File: src/msc_defines.svh
// Constants for the mode and supply control register bank and its serial link
`ifndef MSC_DEFINES_SVH
`define MSC_DEFINES_SVH

// Frame layout, first bit on the wire is bit 0
`define MSC_FRAME_BITS 5'h10
`define MSC_HDR_BITS 5'h08
`define MSC_ACCESS_BIT 7
`define MSC_DATA_HI 15
`define MSC_DATA_LO 8

// Register addresses
`define MSC_REG_MODE_SUPPLY 7'h01
`define MSC_REG_SUPPLY_CFG 7'h02
`define MSC_REG_SUPPLY_STAT 7'h40

// Mode and supply control fields
`define MSC_MODE_HI 7
`define MSC_MODE_LO 6
`define MSC_THIRD_BIT 5
`define MSC_SECOND_HI 4
`define MSC_SECOND_LO 3
`define MSC_OV_RST_BIT 2
`define MSC_RT_HI 1
`define MSC_RT_LO 0
`define MSC_MODE_NORMAL 2'h0
`define MSC_MODE_SLEEP 2'h1
`define MSC_MODE_STOP 2'h2
`define MSC_MODE_SOFT_RESET 2'h3
`define MSC_SECOND_OFF 2'h0

// Reset, soft reset and restart values
`define MSC_MODE_SUPPLY_RESET 8'h00
`define MSC_MODE_SUPPLY_RESTART_KEEP 8'h23
`define MSC_CFG_RESET 8'h00
`define MSC_CFG_SOFT_KEEP 8'h88
`define MSC_CFG_RESTART_KEEP 8'hd9
`define MSC_CFG_WRITE_MASK 8'hfb
`define MSC_CFG_SOFT_RO_BIT 6
`define MSC_STAT_OV_BIT 1

// Timing
`define MSC_CLK_NS 50
`define MSC_SCLK_HALF_NS 200
`define MSC_SCLK_HALF_CYC ((`MSC_SCLK_HALF_NS + `MSC_CLK_NS - 1) / `MSC_CLK_NS)
`define MSC_RST_PULSE_NS 2000
`define MSC_RST_PULSE_CYC ((`MSC_RST_PULSE_NS + `MSC_CLK_NS - 1) / `MSC_CLK_NS)

`endif

File: src/msc_pkg.sv
// Types shared by both ends of the mode and supply control link
`default_nettype none
package msc_pkg;

    typedef enum logic [1:0] {MSC_IDLE, MSC_LOW, MSC_HIGH, MSC_TRAIL} msc_ctrl_fsm_type;

    typedef struct packed {
        logic sclk;
        logic [4:0] cnt;
        logic [15:0] rx;
        logic [7:0] tx;
        logic miso;
        logic miso_oe;
        logic hdr;
        logic done;
    } msc_shift_state_type;

    typedef struct packed {
        logic [7:0] mode_supply;
        logic [7:0] supply_cfg;
        logic ov_flag;
        logic restart_req;
        logic soft_pulse;
        logic rst_low;
        logic [5:0] rst_cnt;
    } msc_dev_state_type;

    typedef struct packed {
        msc_ctrl_fsm_type st;
        logic [3:0] tmr;
        logic [3:0] bit_idx;
        logic [15:0] cmd;
        logic [15:0] rsp;
        logic [15:0] rdata;
        logic sclk;
        logic cs_n;
        logic mosi;
        logic done;
    } msc_ctrl_state_type;

endpackage
`default_nettype wire

File: src/msc_spi_if.sv
// Serial link between the controller and the register bank
`timescale 1ns/1ps
`default_nettype none
interface msc_spi_if;
    logic sclk;
    logic cs_n;
    logic mosi;
    logic miso;
    logic miso_oe;

    modport device (input sclk, input cs_n, input mosi, output miso, output miso_oe);
    modport controller (output sclk, output cs_n, output mosi, input miso, input miso_oe);
endinterface
`default_nettype wire

File: src/msc_mode_supply_regs.sv
// Register bank end: mode and supply control reached over the serial link
`timescale 1ns/1ps
`default_nettype none
`include "msc_defines.svh"
module msc_mode_supply_regs (
    input wire logic core_clk_i,
    input wire logic resetn_i,
    input wire logic restart_entry_i,
    input wire logic overtemp_i,
    input wire logic main_overvoltage_i,
    output logic [1:0] device_mode_o,
    output logic third_regulator_enable_o,
    output logic [1:0] second_regulator_mode_o,
    output logic main_overvoltage_restart_enable_o,
    output logic [1:0] main_reset_threshold_o,
    output logic main_overvoltage_flag_o,
    output logic overvoltage_restart_req_o,
    output logic soft_reset_o,
    output logic soft_reset_output_pulse_cfg_o,
    output logic reset_output_pin_low_o,
    msc_spi_if.device spi
);
    localparam logic [5:0] RST_PULSE = 6'(`MSC_RST_PULSE_CYC);

    msc_pkg::msc_dev_state_type s;
    msc_pkg::msc_dev_state_type n;
    logic hdr;
    logic done;
    logic [15:0] frame;
    logic [6:0] addr;
    logic [7:0] wdata;
    logic is_write;
    logic [7:0] reply;
    logic wr_frame;
    logic soft_req;

    // Device mode field of a control byte
    function automatic logic [1:0] mode_field(input logic [7:0] b);
        return b[`MSC_MODE_HI:`MSC_MODE_LO];
    endfunction

    // Stop to sleep is not a legal request
    function automatic logic stop_to_sleep(input logic [7:0] old_b, input logic [7:0] new_b);
        return mode_field(old_b) == `MSC_MODE_STOP && mode_field(new_b) == `MSC_MODE_SLEEP;
    endfunction

    // Read view of one register
    function automatic logic [7:0] read_reg(
        input logic [6:0] a,
        input msc_pkg::msc_dev_state_type st
    );
        logic [7:0] v;
        v = 8'h00;
        case (a)
            `MSC_REG_MODE_SUPPLY: v = st.mode_supply;
            `MSC_REG_SUPPLY_CFG: v = st.supply_cfg & `MSC_CFG_WRITE_MASK;
            `MSC_REG_SUPPLY_STAT: v[`MSC_STAT_OV_BIT] = st.ov_flag;
            default: v = 8'h00;
        endcase
        return v;
    endfunction

    msc_spi_shifter u_shifter (
        .core_clk_i(core_clk_i),
        .resetn_i(resetn_i),
        .sclk_i(spi.sclk),
        .cs_n_i(spi.cs_n),
        .mosi_i(spi.mosi),
        .tx_i(reply),
        .miso_o(spi.miso),
        .miso_oe_o(spi.miso_oe),
        .hdr_o(hdr),
        .done_o(done),
        .frame_o(frame)
    );

    assign addr = frame[6:0];
    assign wdata = frame[`MSC_DATA_HI:`MSC_DATA_LO];
    assign is_write = frame[`MSC_ACCESS_BIT];

    assign wr_frame = done && is_write;
    // mode value three is soft reset
    assign soft_req = wr_frame && addr == `MSC_REG_MODE_SUPPLY &&
        mode_field(wdata) == `MSC_MODE_SOFT_RESET;

    assign reply = read_reg(addr, s);

    always_comb begin
        n = s;
        n.restart_req = 1'b0;
        n.soft_pulse = 1'b0;

        if (s.rst_cnt != 6'h00) begin
            n.rst_cnt = s.rst_cnt - 6'h01;
            if (s.rst_cnt == 6'h01) begin
                n.rst_low = 1'b0;
            end
        end

        if (wr_frame) begin
            case (addr)
                `MSC_REG_MODE_SUPPLY: begin
                    if (soft_req) begin
                        n.mode_supply = `MSC_MODE_SUPPLY_RESET;
                        n.supply_cfg = s.supply_cfg & `MSC_CFG_SOFT_KEEP;
                        n.ov_flag = 1'b0;
                        n.soft_pulse = 1'b1;
                        if (!s.supply_cfg[`MSC_CFG_SOFT_RO_BIT]) begin
                            n.rst_low = 1'b1;
                            n.rst_cnt = RST_PULSE;
                        end
                    end else begin
                        n.mode_supply = wdata;
                        if (stop_to_sleep(s.mode_supply, wdata)) begin
                            n.mode_supply[`MSC_MODE_HI:`MSC_MODE_LO] = `MSC_MODE_STOP;
                        end
                    end
                end
                `MSC_REG_SUPPLY_CFG: begin
                    n.supply_cfg = wdata & `MSC_CFG_WRITE_MASK;
                end
                `MSC_REG_SUPPLY_STAT: begin
                    if (wdata[`MSC_STAT_OV_BIT]) begin
                        n.ov_flag = 1'b0;
                    end
                end
                default: begin
                    n.ov_flag = n.ov_flag;
                end
            endcase
        end

        if (restart_entry_i) begin
            n.mode_supply = n.mode_supply & `MSC_MODE_SUPPLY_RESTART_KEEP;
            n.supply_cfg = n.supply_cfg & `MSC_CFG_RESTART_KEEP;
        end

        if (overtemp_i) begin
            n.mode_supply[`MSC_SECOND_HI:`MSC_SECOND_LO] = `MSC_SECOND_OFF;
        end

        if (main_overvoltage_i) begin
            n.ov_flag = 1'b1;
            n.restart_req = s.mode_supply[`MSC_OV_RST_BIT];
        end
    end

    always_ff @(posedge core_clk_i or negedge resetn_i) begin
        if (!resetn_i) begin
            s <= '0;
        end else begin
            s <= n;
        end
    end

    assign device_mode_o = mode_field(s.mode_supply);
    assign third_regulator_enable_o = s.mode_supply[`MSC_THIRD_BIT];
    assign second_regulator_mode_o = s.mode_supply[`MSC_SECOND_HI:`MSC_SECOND_LO];
    assign main_overvoltage_restart_enable_o = s.mode_supply[`MSC_OV_RST_BIT];
    assign main_reset_threshold_o = s.mode_supply[`MSC_RT_HI:`MSC_RT_LO];
    assign main_overvoltage_flag_o = s.ov_flag;
    assign overvoltage_restart_req_o = s.restart_req;
    assign soft_reset_o = s.soft_pulse;
    assign soft_reset_output_pulse_cfg_o = s.supply_cfg[`MSC_CFG_SOFT_RO_BIT];
    assign reset_output_pin_low_o = s.rst_low;
endmodule
`default_nettype wire

File: src/msc_spi_shifter.sv
// Frame shifter of the register bank end
`timescale 1ns/1ps
`default_nettype none
`include "msc_defines.svh"
module msc_spi_shifter (
    input wire logic core_clk_i,
    input wire logic resetn_i,
    input wire logic sclk_i,
    input wire logic cs_n_i,
    input wire logic mosi_i,
    input wire logic [7:0] tx_i,
    output logic miso_o,
    output logic miso_oe_o,
    output logic hdr_o,
    output logic done_o,
    output logic [15:0] frame_o
);
    msc_pkg::msc_shift_state_type s;
    msc_pkg::msc_shift_state_type n;

    always_comb begin
        n = s;
        n.hdr = 1'b0;
        n.done = 1'b0;
        n.sclk = sclk_i;
        n.miso_oe = !cs_n_i;
        if (cs_n_i) begin
            n.cnt = 5'h00;
            n.miso = 1'b0;
        end else begin
            // Reply byte latched once the address is in
            if (s.hdr) begin
                n.tx = tx_i;
            end
            if (sclk_i && !s.sclk && s.cnt < `MSC_FRAME_BITS) begin
                n.rx[s.cnt[3:0]] = mosi_i;
                n.cnt = s.cnt + 5'h01;
                n.hdr = (s.cnt == `MSC_HDR_BITS - 5'h01);
                n.done = (s.cnt == `MSC_FRAME_BITS - 5'h01);
            end
            // data bits on frame bits 8 to 15
            if (!sclk_i && s.sclk && s.cnt >= `MSC_HDR_BITS && s.cnt < `MSC_FRAME_BITS) begin
                n.miso = s.tx[s.cnt[2:0]];
            end
        end
    end

    always_ff @(posedge core_clk_i or negedge resetn_i) begin
        if (!resetn_i) begin
            s <= '0;
        end else begin
            s <= n;
        end
    end

    assign miso_o = s.miso;
    assign miso_oe_o = s.miso_oe;
    assign hdr_o = s.hdr;
    assign done_o = s.done;
    assign frame_o = s.rx;
endmodule
`default_nettype wire

File: src/flat_wrapper.sv
// flat-port wrapper written by rule: the top's interface ports become plain ports
module msc_mode_supply_regs_flat 
  (core_clk_i, resetn_i, restart_entry_i, overtemp_i, main_overvoltage_i, device_mode_o, third_regulator_enable_o, second_regulator_mode_o, main_overvoltage_restart_enable_o, main_reset_threshold_o, main_overvoltage_flag_o, overvoltage_restart_req_o, soft_reset_o, soft_reset_output_pulse_cfg_o, reset_output_pin_low_o, spi_sclk, spi_cs_n, spi_mosi, spi_miso, spi_miso_oe);
  msc_spi_if spi_i ();
  input wire logic core_clk_i;
  input wire logic resetn_i;
  input wire logic restart_entry_i;
  input wire logic overtemp_i;
  input wire logic main_overvoltage_i;
  output logic [1:0] device_mode_o;
  output logic third_regulator_enable_o;
  output logic [1:0] second_regulator_mode_o;
  output logic main_overvoltage_restart_enable_o;
  output logic [1:0] main_reset_threshold_o;
  output logic main_overvoltage_flag_o;
  output logic overvoltage_restart_req_o;
  output logic soft_reset_o;
  output logic soft_reset_output_pulse_cfg_o;
  output logic reset_output_pin_low_o;
  input wire logic [$bits(spi_i.sclk)-1:0] spi_sclk;
  input wire logic [$bits(spi_i.cs_n)-1:0] spi_cs_n;
  input wire logic [$bits(spi_i.mosi)-1:0] spi_mosi;
  output wire logic [$bits(spi_i.miso)-1:0] spi_miso;
  output wire logic [$bits(spi_i.miso_oe)-1:0] spi_miso_oe;
  assign spi_i.sclk = spi_sclk;
  assign spi_i.cs_n = spi_cs_n;
  assign spi_i.mosi = spi_mosi;
  assign spi_miso = spi_i.miso;
  assign spi_miso_oe = spi_i.miso_oe;
  msc_mode_supply_regs u_core (.core_clk_i(core_clk_i), .resetn_i(resetn_i), .restart_entry_i(restart_entry_i), .overtemp_i(overtemp_i), .main_overvoltage_i(main_overvoltage_i), .device_mode_o(device_mode_o), .third_regulator_enable_o(third_regulator_enable_o), .second_regulator_mode_o(second_regulator_mode_o), .main_overvoltage_restart_enable_o(main_overvoltage_restart_enable_o), .main_reset_threshold_o(main_reset_threshold_o), .main_overvoltage_flag_o(main_overvoltage_flag_o), .overvoltage_restart_req_o(overvoltage_restart_req_o), .soft_reset_o(soft_reset_o), .soft_reset_output_pulse_cfg_o(soft_reset_output_pulse_cfg_o), .reset_output_pin_low_o(reset_output_pin_low_o), .spi(spi_i));
endmodule
File: config.mk
export PLATFORM = sky130hd
export DESIGN_NAME = msc_mode_supply_regs_flat
export DESIGN_NICKNAME = d
export VERILOG_FILES = /design/src/msc_pkg.sv /design/src/msc_spi_if.sv /design/src/msc_mode_supply_regs.sv /design/src/msc_spi_shifter.sv /design/src/flat_wrapper.sv
export VERILOG_INCLUDE_DIRS = /design/src
export SDC_FILE = /design/constraint.sdc
export NUM_CORES = 1
export LEC_CHECK = 0
export BUFFER_PORTS_ARGS = -buffer_cell sky130_fd_sc_hd__buf_2
export CAP_MARGIN = 0
export CORE_MARGIN = 1
export CORE_UTILIZATION = 40
export DETAILED_ROUTE_END_ITERATION = 10
export GPL_TIMING_DRIVEN = 0
export PLACE_DENSITY = 0.67
export SYNTH_ARGS = -nofsm -noshare
export SYNTH_HDL_FRONTEND = slang
export SYNTH_SLANG_ARGS = --single-unit
File: constraint.sdc
create_clock -name core_clk_i -period 2.6 [get_ports core_clk_i]
set_input_delay 0.52 -clock core_clk_i [delete_from_list [all_inputs] [get_ports core_clk_i]]
set_output_delay 0.52 -clock core_clk_i [all_outputs]
set_load 0.01 [all_outputs]
==> flow_summary.ini <==
[run_status]
outcome = complete, no violations

[synth]
synth_fp_nets = 298
synth_seq_area_share_pct = 48.3
async_flop_share_pct = 100
synth_area_per_cell_um2 = 10.8
syn_area_um2 = 3060
synthFlopType = dfrtp_1
synth_most_common_cell = dfrtp_1
synth-edff-count = 0
yosys_register_bits = 59
netlist_top_cells_count = dfrtp_1, mux2_2, nand2_1
synth_warnings = 0
synthTopCellsByArea = dfrtp_1, mux2_2, ha_1
synth_cells = 282
yosysTopAreaCell = dfrtp_1
synth_top_area_share_pct = 48.3
yosysUniqueCellTypes = 54

[cts]
clock_latency_ns = 0.35
clock_sinks = 59
cts_tree = done
cts_resized = 0
postCtsSetupBuffers = 0
postCtsHoldBufs = 0
htree_levels = 3
clk_pin_slew_ns = 0.07
cts-root-buf = clkbuf_8
cts_buffers = 9
cts_buffer_depth = 2

[timing]
fin_crit_ns = 2.00
setup_ws_ns = 0.596
maxSlewHeadroom_pct = 51.2
rsz0062_at_grt = false
worst_pin_slew_ns = 0.732
period_share_pct = 77.1
setup_viol = 0
timing.fmax_mhz = 499
hold_ws_ns = 0.232
setup_tns_ns = 0
fin_skew_ns = 0.00496
hold_viol = 0
drv_slew = 0

[pwr]
leakage_uw = 0.00156
seqPwrFrac_pct = 46.5
power_density_nw_per_um2 = 577
peakVddDrop_uv = 209
p_sw_share_pct = 25.6
internal_power_uw = 1500
p_switching_uw = 517
p_clk_share_pct = 44.2
comb_power_share_pct = 9.3
total_power_uw = 2020

[finish]
num_antenna_cells = 0
nFillCells = 677
drive_above_1_share_pct = 23.5
seqCellArea_um2 = 1480
areaGrowthSynthToFinish_pct = 14.5
layout.nets = 330
utilization_pct = 47.8
multi_input_area_um2 = 1400

[flow_run]
cap_violations = 0

[die]
die_w_um = 89.4
die_h_um = 89.4
num_rows = 31
start_util_pct = 41.7
coreArea_um2 = 7330
die_area_um2 = 8000
ios = 23

[route]
drcViolationCount = 0
met1_length_um = 3130
routed-via-count = 2283
wl_per_cell_um = 15.9
vias_per_cell = 5.46
postRouteAntennaNets = 0
dr_wl_met2_um = 3160
highest_layer = met4
dr.pass1.iters = 4
wl_met3_um = 212
drt_iter0_markers = 96
drt-total-wl_um = 6630

[placement]
place_ws_ns = 0.627
gp_congestion = 0.818
dpl.hpwl_um = 4630
port_buffers = 21

[global_routing]
grt_pass1_wl_um = 10700
grt_pass1_vias = 2161
grt_max_degree = 60
globalRouteOverflowTotal = 0
antenna_found_initial = 0
track_usage_pct = 18.6

[critical_path]
crit_path_end_kind = flop
worstPathMaxFanout = 5
cp.arrival_ns = 2.24
crit_type = flop to flop
critPathLaunchType = flop
required_ns = 2.84

[hold_path]
min_path_type = input pin to async pin
## per-layer routing
metal | global-route usage [%] | up-vias
met5 | 0 | -
met4 | 9.67 | 0
met3 | 4.16 | 10
met2 | 28.8 | 43
met1 | 24.3 | 1143
li1 | - | 1087
## cell families (layout without fill, tap and decap cells)
group | Yosys count | in the layout | synth area share, %
and+or+nand+nor | 92 | 92 | 18.7
xor gates and xnor gates | 5 | 5 | 1.43
buffers and inverters | 38 | 75 | 5.93
DFF | 59 | 59 | 48.3
AOI/OAI and AO/OA | 53 | 53 | 12.4
adders and majority gates | 8 | 8 | 3.27
muxes | 27 | 27 | 9.98
## layout make-up
class	count	share of cell area [%]
clock buffer	12	4.72
clock inverter	4	1.36
buffer	24	3.68
inverter	14	1.50
sequential	59	42.2
multi-input combinational	185	40.0
tap	99	3.54
timing repair buffer	21	3.07
## stage by stage
stage / instances / instance area, um^2
2_1_floorplan: 282 / 3060
3_3_place_gp: 402 / 3290
3_5_place_dp: 402 / 3290
4_1_cts: 418 / 3500
5_1_grt: 418 / 3500
6_report: 418 / 3500
## power groups by stage
stage	registers [uW]	clock network (uW)	logic [uW]
final	938	893	188
after global routing	939	942	207
after CTS	938	908	188
after detailed placement	955	0	187
after global placement	954	0	182
after floorplan	954	0	125
## worst paths after layout
kind                       slack, ns                         endpoint                   from  depth (start not counted)
setup / recovery                0.60                     u_core.s[13]                   flop                          4
hold / removal                  0.23           u_core.u_shifter.s[33]               resetn_i                          1
setup reg to reg                0.60                     u_core.s[13]                   flop                          4
hold reg to reg                 0.48            u_core.u_shifter.s[9]  u_core.u_shifter.s[9]                          2
max in group asynchronous       1.89  u_core.third_regulator_enable_o               resetn_i                          1
min in group core_clk_i         0.35           u_core.u_shifter.s[33]               spi_sclk                          1
## critical path, stage by stage (launching register included)
cell and delay, ns:
dfrtp_1 0.39, nor4_1 0.64, and3_1 0.26, clkbuf_1 0.24, mux2_2 0.37
## cell usage in the layout, fill, tap and decap left out, types with 4 or more instances in the layout
| master | Yosys | layout |
|---|---|---|
| nor2b_1 | 6 | 6 |
| dfrtp_1 | 59 | 59 |
| buf_4 | 7 | 8 |
| o31ai_1 | 11 | 11 |
| a21oi_1 | 8 | 8 |
| nor2_1 | 6 | 6 |
| nand2b_1 | 6 | 6 |
| a21boi_0 | 5 | 5 |
| mux2_2 | 17 | 17 |
| and3_1 | 5 | 5 |
| buf_2 | 4 | 24 |
| a22oi_1 | 6 | 6 |
| clkbuf_8 | 0 | 12 |
| ha_1 | 8 | 8 |
| nand4_1 | 9 | 9 |
| nand3_1 | 13 | 13 |
| mux2i_1 | 8 | 8 |
| nand2_1 | 17 | 17 |
| nor3_1 | 6 | 6 |
| inv_1 | 14 | 14 |
| clkbuf_1 | 12 | 12 |
| xnor2_1 | 4 | 4 |
(Power assumes the default switching activity.)
